## src/swd_pkg.sv

```systemverilog
`default_nettype none
package swd_pkg;
    // Register byte offsets inside the 16 KiB window
    localparam int          ADDR_W    = 14;
    localparam logic [13:0] OFS_CTRL  = 14'h0000;
    localparam logic [13:0] OFS_FLAG  = 14'h0004;
    localparam logic [13:0] OFS_TO    = 14'h0008;
    localparam logic [13:0] OFS_WN    = 14'h000c;
    localparam logic [13:0] OFS_SR    = 14'h0010;
    localparam logic [13:0] OFS_CO    = 14'h0014;
    localparam logic [13:0] OFS_KEY   = 14'h0018;

    // Control word fields; master n permit sits at bit 31-n
    localparam int          CTRL_MAP_MSB = 31;
    localparam int          CTRL_KEY     = 9;
    localparam int          CTRL_BADRST  = 8;
    localparam int          CTRL_WIN     = 7;
    localparam int          CTRL_IRQ1ST  = 6;
    localparam int          CTRL_HARD    = 5;
    localparam int          CTRL_SOFT    = 4;
    localparam int          CTRL_STOPH   = 2;
    localparam int          CTRL_DBGH    = 1;
    localparam int          CTRL_WEN     = 0;
    localparam logic [31:0] CTRL_RST     = 32'hff00_0113;
    localparam logic [31:0] CTRL_WMASK   = 32'hff00_03f7;
    localparam logic [31:0] CTRL_LOCKS   = 32'h0000_0030;
    localparam int          FLAG_TOBIT   = 0;

    // Reset values of the period, window and key
    localparam logic [31:0] TO_RST = 32'h0000_0fff;
    localparam logic [31:0] WN_RST = 32'h0000_0000;
    localparam logic [15:0] KEY_RST = 16'h0000;
    localparam logic [31:0] TO_MIN = 32'h0000_0100;

    // Service and unlock codes
    localparam logic [15:0] SVC_CODE_1    = 16'ha602;
    localparam logic [15:0] SVC_CODE_2    = 16'hb480;
    localparam logic [15:0] UNLOCK_CODE_1 = 16'hc520;
    localparam logic [15:0] UNLOCK_CODE_2 = 16'hd928;
    localparam logic [15:0] KEY_MUL       = 16'h0011;
    localparam logic [15:0] KEY_ADD       = 16'h0003;

    // Bus encodings
    localparam logic [2:0]  HSIZE_WORD = 3'h2;
    localparam int          HTRANS_ACT = 1;

    // Counter clock divider: counter ticks once every TICK_DIV system cycles
    localparam logic [3:0]  TICK_DIV = 4'h1;

    typedef struct packed {
        logic        hsel;
        logic [31:0] haddr;
        logic [1:0]  htrans;
        logic        hwrite;
        logic [2:0]  hsize;
        logic        hready;
        logic [2:0]  hmaster;
        logic [31:0] hwdata;
    } swd_ahb_req_t;

    typedef struct packed {
        logic [31:0] hrdata;
        logic        hreadyout;
        logic        hresp;
    } swd_ahb_rsp_t;

    typedef enum logic [1:0] {
        SWD_BUS_IDLE,
        SWD_BUS_ACCESS,
        SWD_BUS_ERR2
    } swd_bus_state_t;
endpackage
`default_nettype wire

```

## src/swd_top.sv

```systemverilog
`default_nettype none
// Summary of operation
// - Per-master permit bit gates bus access
// - Fixed pair a602 then b480 reloads counter
// - Keyed mode accepts two pseudorandom keys only
// - Next key is 17 times key plus 3
// - Key register holds previous or initial key
// - Invalid access without reset option gives error
// - Invalid access with option and enabled resets
// - Window mode services only below window start
// - Timeout resets, or interrupt first then reset
// - Hard lock clears only by reset, blocks writes
// - Pair c520 then d928 clears soft lock
// - Period register read-only while any lock set
// - Stop halt bit freezes counter in stop
// - Debug halt bit freezes counter in debug
// - Load max of period and 0x100 on service
// - Timeout flag set on first timeout, W1C
// - Window start clears to zero on reset
// - Readback shows counter disabled, zero enabled
// - Readback lag bounded by a few cycles
// - Unlock pair recognised anytime, even disabled
// - Keyed mode stores each valid key written
// - Service outside open window is invalid while enabled
module swd_top
    import swd_pkg::*;
(
    // Clock and reset
    input  wire  logic                  i_ref_clk,
    input  wire  logic                  i_rst_n,
    // Register bus
    input  wire  swd_pkg::swd_ahb_req_t i_ahb_req,
    output var   swd_pkg::swd_ahb_rsp_t o_ahb_rsp,
    // Device modes
    input  wire  logic                  i_stop_mode,
    input  wire  logic                  i_debug_mode,
    // Events
    output logic                        o_irq,
    output logic                        o_sys_reset_req
);
    import swd_pkg::*;

    function automatic logic [15:0] next_key(input logic [15:0] k);
        next_key = 16'(k * KEY_MUL + KEY_ADD);
    endfunction

    function automatic logic [31:0] load_value(input logic [31:0] t);
        load_value = (t < TO_MIN) ? TO_MIN : t;
    endfunction

    swd_bus_state_t bus_st_q;
    swd_ahb_rsp_t   rsp_q;
    logic           a_wr_q;
    logic [13:0]    a_addr_q;
    logic           a_bad_q;
    logic [31:0]    ctrl_q;
    logic           flag_q;
    logic [31:0]    to_q;
    logic [31:0]    wn_q;
    logic [15:0]    key_q;
    logic [31:0]    cnt_q;
    logic [31:0]    co_q;
    logic           svc_half_q;
    logic           unlock_armed_q;
    logic           to_pend_q;
    logic           wen_prev_q;
    logic           rst_req_q;
    logic [3:0]     div_q;

    logic        access;
    logic        addr_take;
    logic        addr_bad;
    logic [15:0] svc_code;
    logic        locked;
    logic        sr_wr;
    logic        unlock_code;
    logic [15:0] exp_code;
    logic        win_open;
    logic        code_ok;
    logic        svc_bad;
    logic        lock_bad;
    logic        ro_bad;
    logic        invalid;
    logic        write_ok;
    logic        sr_ok;
    logic        svc_step;
    logic        svc_done;
    logic        unlock_done;
    logic        bus_err;
    logic        wen;
    logic        tick;
    logic        running;
    logic        load;
    logic        timeout;
    logic [31:0] rdata;

    assign wen       = ctrl_q[CTRL_WEN];
    assign access    = (bus_st_q == SWD_BUS_ACCESS);
    assign addr_take = i_ahb_req.hsel & i_ahb_req.htrans[HTRANS_ACT] & i_ahb_req.hready;

    // Size, alignment, reserved space and master permission checked at address phase
    always_comb begin
        addr_bad = (i_ahb_req.hsize != HSIZE_WORD) || (i_ahb_req.haddr[1:0] != 2'h0)
                 || (i_ahb_req.haddr[13:0] > OFS_KEY)
                 || !ctrl_q[CTRL_MAP_MSB - int'(i_ahb_req.hmaster)];
    end

    // Data phase decode; service code is only known once hwdata stands
    assign svc_code    = i_ahb_req.hwdata[15:0];
    assign locked      = ctrl_q[CTRL_HARD] | ctrl_q[CTRL_SOFT];
    assign sr_wr       = access & a_wr_q & (a_addr_q == OFS_SR);
    assign unlock_code = (svc_code == UNLOCK_CODE_1) || (svc_code == UNLOCK_CODE_2);
    always_comb begin
        if (ctrl_q[CTRL_KEY]) begin
            exp_code = next_key(key_q);
        end else begin
            exp_code = svc_half_q ? SVC_CODE_2 : SVC_CODE_1;
        end
    end
    assign win_open = !ctrl_q[CTRL_WIN] || (cnt_q < wn_q);
    assign code_ok  = (svc_code == exp_code) && win_open;
    assign svc_bad  = sr_wr & !unlock_code & wen & !code_ok;
    assign lock_bad = access & a_wr_q & locked
                    & ((a_addr_q == OFS_CTRL) || (a_addr_q == OFS_TO)
                    || (a_addr_q == OFS_WN) || (a_addr_q == OFS_KEY));
    assign ro_bad   = access & a_wr_q & (a_addr_q == OFS_CO);
    assign invalid  = access & (a_bad_q | lock_bad | ro_bad | svc_bad);
    assign write_ok = access & a_wr_q & !invalid;
    assign sr_ok    = write_ok & (a_addr_q == OFS_SR);
    assign svc_step = sr_ok & !unlock_code & code_ok;
    assign svc_done = svc_step & svc_half_q;
    assign unlock_done = sr_ok & unlock_armed_q & (svc_code == UNLOCK_CODE_2);
    assign bus_err  = invalid & !(ctrl_q[CTRL_BADRST] & wen);

    always_comb begin
        rdata = 32'h0000_0000;
        unique case (a_addr_q)
            OFS_CTRL: rdata = ctrl_q;
            OFS_FLAG: rdata = {31'h0000_0000, flag_q};
            OFS_TO:   rdata = to_q;
            OFS_WN:   rdata = wn_q;
            OFS_CO:   rdata = co_q;
            OFS_KEY:  rdata = {16'h0000, key_q};
            default:  rdata = 32'h0000_0000;
        endcase
    end

    // Bus slave: one wait state on every transfer, two-cycle ERROR when refused
    always_ff @(posedge i_ref_clk) begin
        if (!i_rst_n) begin
            bus_st_q <= SWD_BUS_IDLE;
            rsp_q    <= '{hrdata: 32'h0000_0000, hreadyout: 1'b1, hresp: 1'b0};
            a_wr_q   <= 1'b0;
            a_addr_q <= 14'h0000;
            a_bad_q  <= 1'b0;
        end else begin
            unique case (bus_st_q)
                SWD_BUS_IDLE: begin
                    rsp_q.hresp     <= 1'b0;
                    rsp_q.hreadyout <= 1'b1;
                    if (addr_take) begin
                        a_wr_q          <= i_ahb_req.hwrite;
                        a_addr_q        <= i_ahb_req.haddr[13:0];
                        a_bad_q         <= addr_bad;
                        rsp_q.hreadyout <= 1'b0;
                        bus_st_q        <= SWD_BUS_ACCESS;
                    end
                end
                SWD_BUS_ACCESS: begin
                    rsp_q.hrdata <= (a_wr_q || invalid) ? 32'h0000_0000 : rdata;
                    if (bus_err) begin
                        rsp_q.hresp <= 1'b1;
                        bus_st_q    <= SWD_BUS_ERR2;
                    end else begin
                        rsp_q.hreadyout <= 1'b1;
                        bus_st_q        <= SWD_BUS_IDLE;
                    end
                end
                SWD_BUS_ERR2: begin
                    rsp_q.hreadyout <= 1'b1;
                    bus_st_q        <= SWD_BUS_IDLE;
                end
            endcase
        end
    end

    // Control word; writes can set lock bits but never clear them; reset loads the soft lock set
    always_ff @(posedge i_ref_clk) begin
        if (!i_rst_n) begin
            ctrl_q <= CTRL_RST;
        end else begin
            if (write_ok && a_addr_q == OFS_CTRL) begin
                ctrl_q <= (i_ahb_req.hwdata & CTRL_WMASK) | (ctrl_q & CTRL_LOCKS);
            end
            if (unlock_done) begin
                ctrl_q[CTRL_SOFT] <= 1'b0;
            end
        end
    end

    // Period and window registers
    always_ff @(posedge i_ref_clk) begin
        if (!i_rst_n) begin
            to_q <= TO_RST;
            wn_q <= WN_RST;
        end else begin
            if (write_ok && a_addr_q == OFS_TO) begin
                to_q <= i_ahb_req.hwdata;
            end
            if (write_ok && a_addr_q == OFS_WN) begin
                wn_q <= i_ahb_req.hwdata;
            end
        end
    end

    // Unlock tracker sees every accepted service-target write, independent of service state
    always_ff @(posedge i_ref_clk) begin
        if (!i_rst_n) begin
            unlock_armed_q <= 1'b0;
        end else if (sr_ok) begin
            unlock_armed_q <= (svc_code == UNLOCK_CODE_1);
        end
    end

    // Service sequence and key state; unlock codes pass through untouched
    always_ff @(posedge i_ref_clk) begin
        if (!i_rst_n) begin
            svc_half_q <= 1'b0;
            key_q      <= KEY_RST;
        end else begin
            if (write_ok && a_addr_q == OFS_KEY) begin
                key_q <= i_ahb_req.hwdata[15:0];
            end
            if (svc_step) begin
                svc_half_q <= !svc_half_q;
                if (ctrl_q[CTRL_KEY]) begin
                    key_q <= svc_code;
                end
            end else if (sr_wr && !unlock_code) begin
                svc_half_q <= 1'b0;
            end
        end
    end

    // Counter clock enable from divider
    always_ff @(posedge i_ref_clk) begin
        if (!i_rst_n) begin
            div_q <= 4'h0;
        end else if (div_q >= TICK_DIV - 4'h1) begin
            div_q <= 4'h0;
        end else begin
            div_q <= div_q + 4'h1;
        end
    end
    assign tick = (div_q >= TICK_DIV - 4'h1);

    assign running = wen & !(ctrl_q[CTRL_STOPH] & i_stop_mode)
                   & !(ctrl_q[CTRL_DBGH] & i_debug_mode);
    assign load    = (wen & !wen_prev_q) | svc_done;
    assign timeout = running & tick & (cnt_q == 32'h0000_0000) & !load;

    // Down counter
    always_ff @(posedge i_ref_clk) begin
        if (!i_rst_n) begin
            cnt_q      <= 32'h0000_0000;
            wen_prev_q <= 1'b0;
        end else begin
            wen_prev_q <= wen;
            if (load) begin
                cnt_q <= load_value(to_q);
            end else if (timeout) begin
                if (ctrl_q[CTRL_IRQ1ST] && !to_pend_q) begin
                    cnt_q <= load_value(to_q);
                end
            end else if (running && tick) begin
                cnt_q <= cnt_q - 32'h0000_0001;
            end
        end
    end

    // Escalation: first timeout pending until serviced
    always_ff @(posedge i_ref_clk) begin
        if (!i_rst_n) begin
            to_pend_q <= 1'b0;
        end else if (timeout && ctrl_q[CTRL_IRQ1ST]) begin
            to_pend_q <= 1'b1;
        end else if (svc_done) begin
            to_pend_q <= 1'b0;
        end
    end

    // Timeout flag; a first timeout wins over a same-cycle clear
    always_ff @(posedge i_ref_clk) begin
        if (!i_rst_n) begin
            flag_q <= 1'b0;
        end else if (timeout && ctrl_q[CTRL_IRQ1ST] && !to_pend_q) begin
            flag_q <= 1'b1;
        end else if (write_ok && a_addr_q == OFS_FLAG && i_ahb_req.hwdata[FLAG_TOBIT]) begin
            flag_q <= 1'b0;
        end
    end

    // Reset request stays up; the system reset it causes clears it
    always_ff @(posedge i_ref_clk) begin
        if (!i_rst_n) begin
            rst_req_q <= 1'b0;
        end else if (timeout && (!ctrl_q[CTRL_IRQ1ST] || to_pend_q)) begin
            rst_req_q <= 1'b1;
        end else if (invalid && ctrl_q[CTRL_BADRST] && wen) begin
            rst_req_q <= 1'b1;
        end
    end

    // Readback copy, one cycle behind the counter
    always_ff @(posedge i_ref_clk) begin
        if (!i_rst_n) begin
            co_q <= 32'h0000_0000;
        end else begin
            co_q <= wen ? 32'h0000_0000 : cnt_q;
        end
    end

    assign o_ahb_rsp       = rsp_q;
    assign o_irq           = flag_q;
    assign o_sys_reset_req = rst_req_q;
endmodule
`default_nettype wire

```

## config.mk

```make
export PLATFORM = sky130hd
export DESIGN_NAME = swd_top
export DESIGN_NICKNAME = d
export VERILOG_FILES = /design/src/swd_pkg.sv /design/src/swd_top.sv
export SDC_FILE = /design/constraint.sdc
export NUM_CORES = 1
export LEC_CHECK = 0
export CORE_ASPECT_RATIO = 0.9
export CORE_MARGIN = 2
export CORE_UTILIZATION = 55
export DETAILED_ROUTE_END_ITERATION = 6
export DONT_BUFFER_PORTS = 1
export MAX_ROUTING_LAYER = met4
export PLACE_DENSITY = 0.7
export SYNTH_ARGS = -nofsm -noshare
export SYNTH_HDL_FRONTEND = slang
export SYNTH_SLANG_ARGS = --single-unit
```

## constraint.sdc

```tcl
create_clock -name i_ref_clk -period 10.9 [get_ports i_ref_clk]
set_input_delay 1.09 -clock i_ref_clk [delete_from_list [all_inputs] [get_ports i_ref_clk]]
set_output_delay 1.09 -clock i_ref_clk [all_outputs]
set_load 0.005 [all_outputs]
```

### Yosys cells after proc, flatten, opt, wreduce, memory -nomap -nowiden

Cells that the tools add are included.
Widths: inputs -> output; s select.

* memory bits (read-only): 0
* register bits: 238
* logic and storage cells: 169
* input bits: 79
* memory bits (writable): 0
* memories kept: 0
* bits in latches: 0
* output and inout bits: 36

* equal/unequal tests: 16
* reductions and logical operators: 54
* bitwise gates (word level): 35
* shifts and indexed selects: 0
* $add $sub $neg: 4
* multipliers: 1
* multiplexer cells: 33
* order comparisons: 5
* divide/modulo/power cells: 0

Operator list (count)
* $mux 32: 6
* $pmux 32 s6: 1
* $mux 16: 4
* $eq 14x5->1 const B: 3
* $eq 16x16->1 const B: 2
* $logic_not 32->1: 1
* $lt 32x32->1: 1
* $lt 32x9->1 const B: 1
* $or 32x6->32: 1
* $sub 32x1->32 const B: 1
* $and 1x1->1: 28
* $eq 14x4->1 const B: 2
* $add 16x2->16 const B: 1
* $eq 16x16->1: 1
* $mul 16x5->16 const B: 1
* $logic_and 1x1->1: 15
* $eq 14x3->1 const B: 1
* $gt 14x5->1 const B: 1
* $logic_not 14->1: 1
* $mux 1: 14
* $reduce_bool 2->1: 7
* $logic_not 1->1: 13
* $mux 13: 1
* $logic_or 1x1->1: 10
* 21 further kinds: 31

### Depth between registers and ports, before layout

* word-level depth: 21
* depth in mapped cells: 17
* depth with buffers taken out: 14

### Worst setup path after synthesis

OpenSTA, ideal clock, no wires.

* path kind: reg2reg
* from: register key_q[1]
* to: register cnt_q[17]
* setup slack: 7155 ps
* period minus slack after synthesis: 3745 ps
* path buffers: 2
* data required time: 10830 ps
* data arrival time: 3675 ps
* cell stages (with the launch flop): 17
* library setup time: 70 ps
* cell sequence: dfxtp_1 -> inv_1 -> ha_1 -> inv_1 -> fa_1 -> nand4b_4 -> and4b_1 -> or4_1 -> xnor2_1 -> a221oi_1 -> nand3_1 -> or3_4 -> and2_4 -> buf_6 -> buf_6 -> a221o_1 -> a21oi_1

* longest elaborated chain between the ends: 20
* elaborated cells between the ends (all ways): 23
* those cells by class: add/sub (1); mul (1); eq/ne (2); mux (3); bitwise (10); reduce/logical (6)

Ends and longest elaborated chain
* start, declared: RTL line swd_top.sv:60 `logic [15:0] key_q;`
* start signal, assigned: RTL line swd_top.sv:232 `key_q <= i_ahb_req.hwdata[15:0];`
* start signal, assigned: RTL line swd_top.sv:237 `key_q <= svc_code;`
* $mul 16x5->16 *: RTL line swd_top.sv:44 `next_key = 16'(k * KEY_MUL + KEY_ADD);`
* $add 16x2->16 *: RTL line swd_top.sv:44
* $mux 16 *: RTL line swd_top.sv:114 `if (ctrl_q[CTRL_KEY]) begin`
* $eq 16x16->1 *: RTL line swd_top.sv:121 `assign code_ok = (svc_code == exp_code) && win_open;`
* $logic_and 1x1->1 *: RTL line swd_top.sv:121
* $logic_not 1->1: RTL line swd_top.sv:122 `assign svc_bad = sr_wr & !unlock_code & wen & !code_ok;`
* $and 1x1->1: RTL line swd_top.sv:122
* $or 1x1->1: RTL line swd_top.sv:127 `assign invalid = access & (a_bad_q | lock_bad | ro_bad | svc_bad);`
* [... 4 more ...]
* $and 1x1->1: RTL line swd_top.sv:130 `assign svc_step = sr_ok & !unlock_code & code_ok;`
* $and 1x1->1 *: RTL line swd_top.sv:130
* $and 1x1->1 *: RTL line swd_top.sv:131 `assign svc_done = svc_step & svc_half_q;`
* $or 1x1->1 *: RTL line swd_top.sv:259 `assign load = (wen & !wen_prev_q) | svc_done;`
* $logic_not 1->1: RTL line swd_top.sv:260 `assign timeout = running & tick & (cnt_q == 32'h0000_0000) & !load;`
* $and 1x1->1: RTL line swd_top.sv:260
* $ne 3x2->1 (no source line) (tied with other cells)
* $reduce_and 2->1 (no source line) / $mux 32 (equally long branches)
* end signal, assigned: RTL line swd_top.sv:270 `cnt_q <= load_value(to_q);`
* end signal, assigned: RTL line swd_top.sv:273 `cnt_q <= load_value(to_q);`
* end signal, assigned: RTL line swd_top.sv:276 `cnt_q <= cnt_q - 32'h0000_0001;`
* end, declared: RTL line swd_top.sv:61 `logic [31:0] cnt_q;`

Mark *: on every way between the ends. The rest lies on a longest branch, timed or not.
A chain may end at the register's enable or synchronous reset.

### Final worst setup path

* from: register key_q[3]
* to: register cnt_q[27]

The elaborated chain is that of the path after synthesis.

==> impl_results.html <==
<table>
<tr><th>Metric</th><th>Value</th></tr>
<tr><th colspan="2">GRT</th></tr>
<tr><td>Wire length of the first global-routing pass</td><td>53,100 um</td></tr>
<tr><td>Vias in the first global route</td><td>9,579</td></tr>
<tr><td>Antenna violations before repair</td><td>0</td></tr>
<tr><td>Largest net degree at the start of global routing</td><td>67</td></tr>
<tr><td>GRT overflow</td><td>0</td></tr>
<tr><td>Aggregate global-route resource usage</td><td>30.6%</td></tr>
<tr><th colspan="2">Final layout</th></tr>
<tr><td>Register cell area after layout</td><td>4380 um^2</td></tr>
<tr><td>Final net count</td><td>1,548</td></tr>
<tr><td>Filler cells</td><td>1,969</td></tr>
<tr><td>Antenna fix cells</td><td>0</td></tr>
<tr><td>Area of all placed cells without fillers</td><td>12,600 um^2</td></tr>
<tr><td>Area overhead of the layout relative to synthesis</td><td>7.36%</td></tr>
<tr><td>Area of the multi-input gates</td><td>6750 um^2</td></tr>
<tr><td>Share of layout cells above drive strength 1</td><td>7.07%</td></tr>
<tr><th colspan="2">Power and ir drop</th></tr>
<tr><td>Standby leakage power</td><td>4.79 nW</td></tr>
<tr><td>Worst-case vdd ir drop</td><td>114 uV</td></tr>
<tr><td>Power density normalized to cell area</td><td>144 nW/um^2</td></tr>
<tr><th colspan="2">Worst setup path</th></tr>
<tr><td>Maximum fanout along the worst path</td><td>27</td></tr>
<tr><td>Worst setup path category</td><td>reg2reg</td></tr>
<tr><td>Startpoint type of the worst setup path</td><td>register</td></tr>
<tr><td>Required @ worst endpoint</td><td>11.33 ns</td></tr>
<tr><td>Path depth of the worst reg2reg path</td><td>12</td></tr>
<tr><td>Type of destination of the critical path</td><td>register</td></tr>
<tr><td>Timing startpoint of the critical path</td><td>key_q[3]$_SDFF_PN0_</td></tr>
<tr><td>Crit path DAT</td><td>5.28 ns</td></tr>
<tr><td>Beginning of the worst register-to-register path</td><td>key_q[3]$_SDFF_PN0_</td></tr>
<tr><th colspan="2">Timing</th></tr>
<tr><td>F_max</td><td>0.206 GHz</td></tr>
<tr><td>Share of the clock period used by the worst path after layout</td><td>44.5%</td></tr>
<tr><td>Setup violations, final</td><td>0</td></tr>
<tr><td>Final count of hold timing violations</td><td>0</td></tr>
<tr><td>Setup TNS</td><td>0 ns</td></tr>
<tr><td>Slew @ Worst Pin</td><td>1.17 ns</td></tr>
<tr><td>Unrepaired setup endpoints after global routing</td><td>false</td></tr>
<tr><td>Setup WS post-layout</td><td>6.05 ns</td></tr>
<tr><td>Worst clock skew</td><td>0.00783 ns</td></tr>
<tr><td>Time the worst path needs with I/O delays and setup</td><td>4.85 ns</td></tr>
<tr><td>Number of slew-limit violations in the final report</td><td>0</td></tr>
<tr><td>Worst slew margin relative to its limit</td><td>21.7%</td></tr>
<tr><th colspan="2">Floorplanning</th></tr>
<tr><td>I/O pin cnt</td><td>115</td></tr>
<tr><td>Placement row count</td><td>50</td></tr>
<tr><td>Die W</td><td>158 um</td></tr>
<tr><td>Area of the die</td><td>22,600 um^2</td></tr>
<tr><td>Core ar.</td><td>20,900 um^2</td></tr>
<tr><td>Effective utilization at floorplan</td><td>56.3%</td></tr>
<tr><td>Die height</td><td>143 um</td></tr>
<tr><th colspan="2">Status</th></tr>
<tr><td>Run status</td><td>complete, no violations</td></tr>
<tr><th colspan="2">Hold path</th></tr>
<tr><td>WHS Path Cells</td><td>2</td></tr>
<tr><td>Hold WC Path Type</td><td>reg2reg</td></tr>
<tr><td>Startpoint of the worst hold path</td><td>a_addr_q[11]$_SDFFE_PN0P_</td></tr>
<tr><th colspan="2">Clock network</th></tr>
<tr><td>Clock tree buffer depth</td><td>3</td></tr>
<tr><td>Clock tree from TritonCTS</td><td>yes</td></tr>
<tr><td>CTS H-tree depth</td><td>1</td></tr>
<tr><td>PostCTS Resize Cnt</td><td>0</td></tr>
<tr><td>CTS sink cnt</td><td>219</td></tr>
<tr><td>Insertion delay of the later-clocked pin in the worst-skew pair</td><td>0.51 ns</td></tr>
<tr><td>Post-CTS setup buffer count</td><td>0</td></tr>
<tr><td>Number of hold-repair buffers added at the cts stage</td><td>0</td></tr>
<tr><td>Inserted Clock Buffers</td><td>24</td></tr>
<tr><td>Root Buffer Master</td><td>sky130_fd_sc_hd__clkbuf_16</td></tr>
<tr><td>Clock transition time at the flip-flop clock pins of the worst setup and hold paths</td><td>0.06 ns</td></tr>
<tr><th colspan="2">Logic synthesis</th></tr>
<tr><td>Per-instance average area after synthesis</td><td>8.03 um^2</td></tr>
<tr><td>Synth Instances</td><td>1,464</td></tr>
<tr><td>Register area share after synthesis</td><td>37.3%</td></tr>
<tr><td>Proportion of register bits with asynchronous set or reset after synthesis</td><td>0%</td></tr>
<tr><td>Post-synthesis net count</td><td>1,601</td></tr>
<tr><td>Count of yosys warnings during synthesis</td><td>0</td></tr>
<tr><td>Number of synthesized flops with an enable pin</td><td>0</td></tr>
<tr><td>Count of unique library cells instantiated by Yosys</td><td>85</td></tr>
<tr><td>Most used flip-flop cell after synthesis</td><td>sky130_fd_sc_hd__dfxtp_1</td></tr>
<tr><td>Post-synth design cell area</td><td>11,800 um^2</td></tr>
<tr><td>Flop and latch count out of synthesis</td><td>219</td></tr>
<tr><th colspan="2">Place</th></tr>
<tr><td>Placed cell areas</td><td>11,800 um^2</td></tr>
<tr><td>Post-DP HPWL</td><td>23,300 um</td></tr>
<tr><td>Final weighted congestion of routability-driven global placement</td><td>0.905</td></tr>
<tr><td>Placement Setup Slack</td><td>6.15 ns</td></tr>
<tr><td>Port bufs</td><td>0</td></tr>
<tr><th colspan="2">Detailed routing</th></tr>
<tr><td>Per-cell via count in the routed design</td><td>6.15</td></tr>
<tr><td>Total vias in the final route</td><td>10,549</td></tr>
<tr><td>Number of optimization iterations in the first detailed-route pass</td><td>5</td></tr>
<tr><td>Residual antenna-violating net count after detailed routing</td><td>0</td></tr>
<tr><td>WL/cell</td><td>19.6 um</td></tr>
<tr><td>Sum of routed wire length over all layers</td><td>33,700 um</td></tr>
<tr><td>Residual DRC count</td><td>0</td></tr>
<tr><td>Starting DRT DRC Count</td><td>1,079</td></tr>
<tr><th colspan="2">Flow run</th></tr>
<tr><td>Count of max-cap constraint violations</td><td>0</td></tr>
</table>
final timing paths:
path | end | slack [ns]
worst max-delay path | cnt_q[27]$_SDFFE_PN0P_ | 6.05
worst min-delay path | a_addr_q[11]$_SDFFE_PN0P_ | 0.46
worst max register to register | cnt_q[27]$_SDFFE_PN0P_ | 6.05
worst min register to register | a_addr_q[11]$_SDFFE_PN0P_ | 0.46
layout by cell type (no fill, tap or decap), drive strengths merged, types with 14 or more instances in the layout:
master	n
a21oi	126
a221oi	25
a22o	17
and2	30
buf	14
clkbuf	33
dfxtp	219
ha	57
inv	62
mux2i	42
nand2	309
nand3	46
nor2	80
nor3	41
nor4	34
o21ai	65
o22ai	17
layout make-up:
class / instances / share of cell area, %
multi-input combinational: 1090 / 53.5
clock buffer: 33 / 5.35
sequential: 219 / 34.7
clock inverter: 11 / 0.922
timing repair buffer: 14 / 0.832
tap: 286 / 2.83
inverter: 62 / 1.86
flip-flops by register name (all words and copies together) (netlist names):
signal and count:
a_addr_q 14, a_bad_q 1, a_wr_q 1, bus_st_q 2
cnt_q 32, co_q 32, ctrl_q 17, key_q 16
o_ahb_rsp 34, o_irq 1, o_sys_reset_req 1, svc_half_q 1
to_pend_q 1, to_q 32, unlock_armed_q 1, wen_prev_q 1
wn_q 32
Yosys cell counts (all sizes together), types with 4 or more instances:
library cell  number  area [um^2]
mux2               9          101
nor2b              6         37.5
a222oi             8         80.1
nand4b             6         67.6
a221oi            25          219
ha                57          713
o211ai             9         67.6
nand2            309         1160
nor4b              4         35.0
nor4              34          265
mux2i             42          420
xor2               4         35.0
a22o              17          149
inv               62          233
o22ai             17          106
and3              12         75.1
dfxtp            219         4380
xnor2              7         68.8
buf               24          145
nand2b             7         43.8
a22oi             11         82.6
o21ai             65          340
o221ai             4         35.0
and2              30          190
a221o              5         50.1
a211oi            11         87.6
a311oi             5         43.8
nor2              80          308
nand4             12         81.3
nor3              41          210
or3               11         73.8
clkbuf            69          259
o2111ai            4         35.0
a21o               5         37.5
nand3             46          230
a2111oi            9          160
a21oi            126          657
or2                5         31.3
o21a               6         45.0
cells by family (layout without fill, tap and decap cells):
kind of cell               after synthesis  after routing  synth area share (%)
and+or+nand+nor                        620            620                  25.2
AOI/OAI and AO/OA                      348            348                  20.2
DFF                                    219            219                  37.3
buffers and inverters                  155            120                  5.41
adders and majority gates               58             58                  6.23
muxes                                   53             53                  4.82
xor gates and xnor gates                11             11                 0.883
metal layers:
layer | vias to the layer above | track usage (%) | part of all wire [%]
li1 | 5128 | - | -
met1 | 4914 | 44.7 | 46
met2 | 458 | 43.9 | 42
met3 | 49 | 5.74 | 9.4
met4 | 0 | 6.16 | 2.1
met5 | - | - | 0
metrics by stage:
stage / power (mW) / cells / hold slack, ns / util [%]
global placement: 1.02 / 1671 / 0.445 / 56.6
finish: 1.82 / 1715 / 0.459 / 60.4
CTS: 1.83 / 1715 / 0.459 / 60.4
detailed placement: 1.02 / 1671 / 0.451 / 56.6
global route: 1.89 / 1715 / 0.473 / 60.4
floorplan: 0.986 / 1464 / 0.436 / -
power by group:
group | total (mW) | internal (mW) | leakage, nW | switching (mW)
clock network | 0.811 | 0.482 | 0.382 | 0.329
logic | 0.174 | 0.0659 | 2.64 | 0.109
registers | 0.836 | 0.817 | 1.77 | 0.0194
total | 1.82 | 1.36 | 4.79 | 0.457
critical path, cell delays in order, from the launching register on:
cell and delay (ns):
sky130_fd_sc_hd__dfxtp_1 0.68, sky130_fd_sc_hd__ha_1 0.33, sky130_fd_sc_hd__ha_1 0.39, sky130_fd_sc_hd__a21oi_1 0.27
sky130_fd_sc_hd__o21ai_1 0.19, sky130_fd_sc_hd__a2111oi_4 0.43, sky130_fd_sc_hd__nor4_1 0.14, sky130_fd_sc_hd__nor4_2 0.28
sky130_fd_sc_hd__nand4_1 0.19, sky130_fd_sc_hd__or3_4 0.41, sky130_fd_sc_hd__nand2_2 0.53, sky130_fd_sc_hd__nand2_1 0.59
sky130_fd_sc_hd__o22ai_1 0.34
Note: power is estimated with default switching activity, not from simulation.
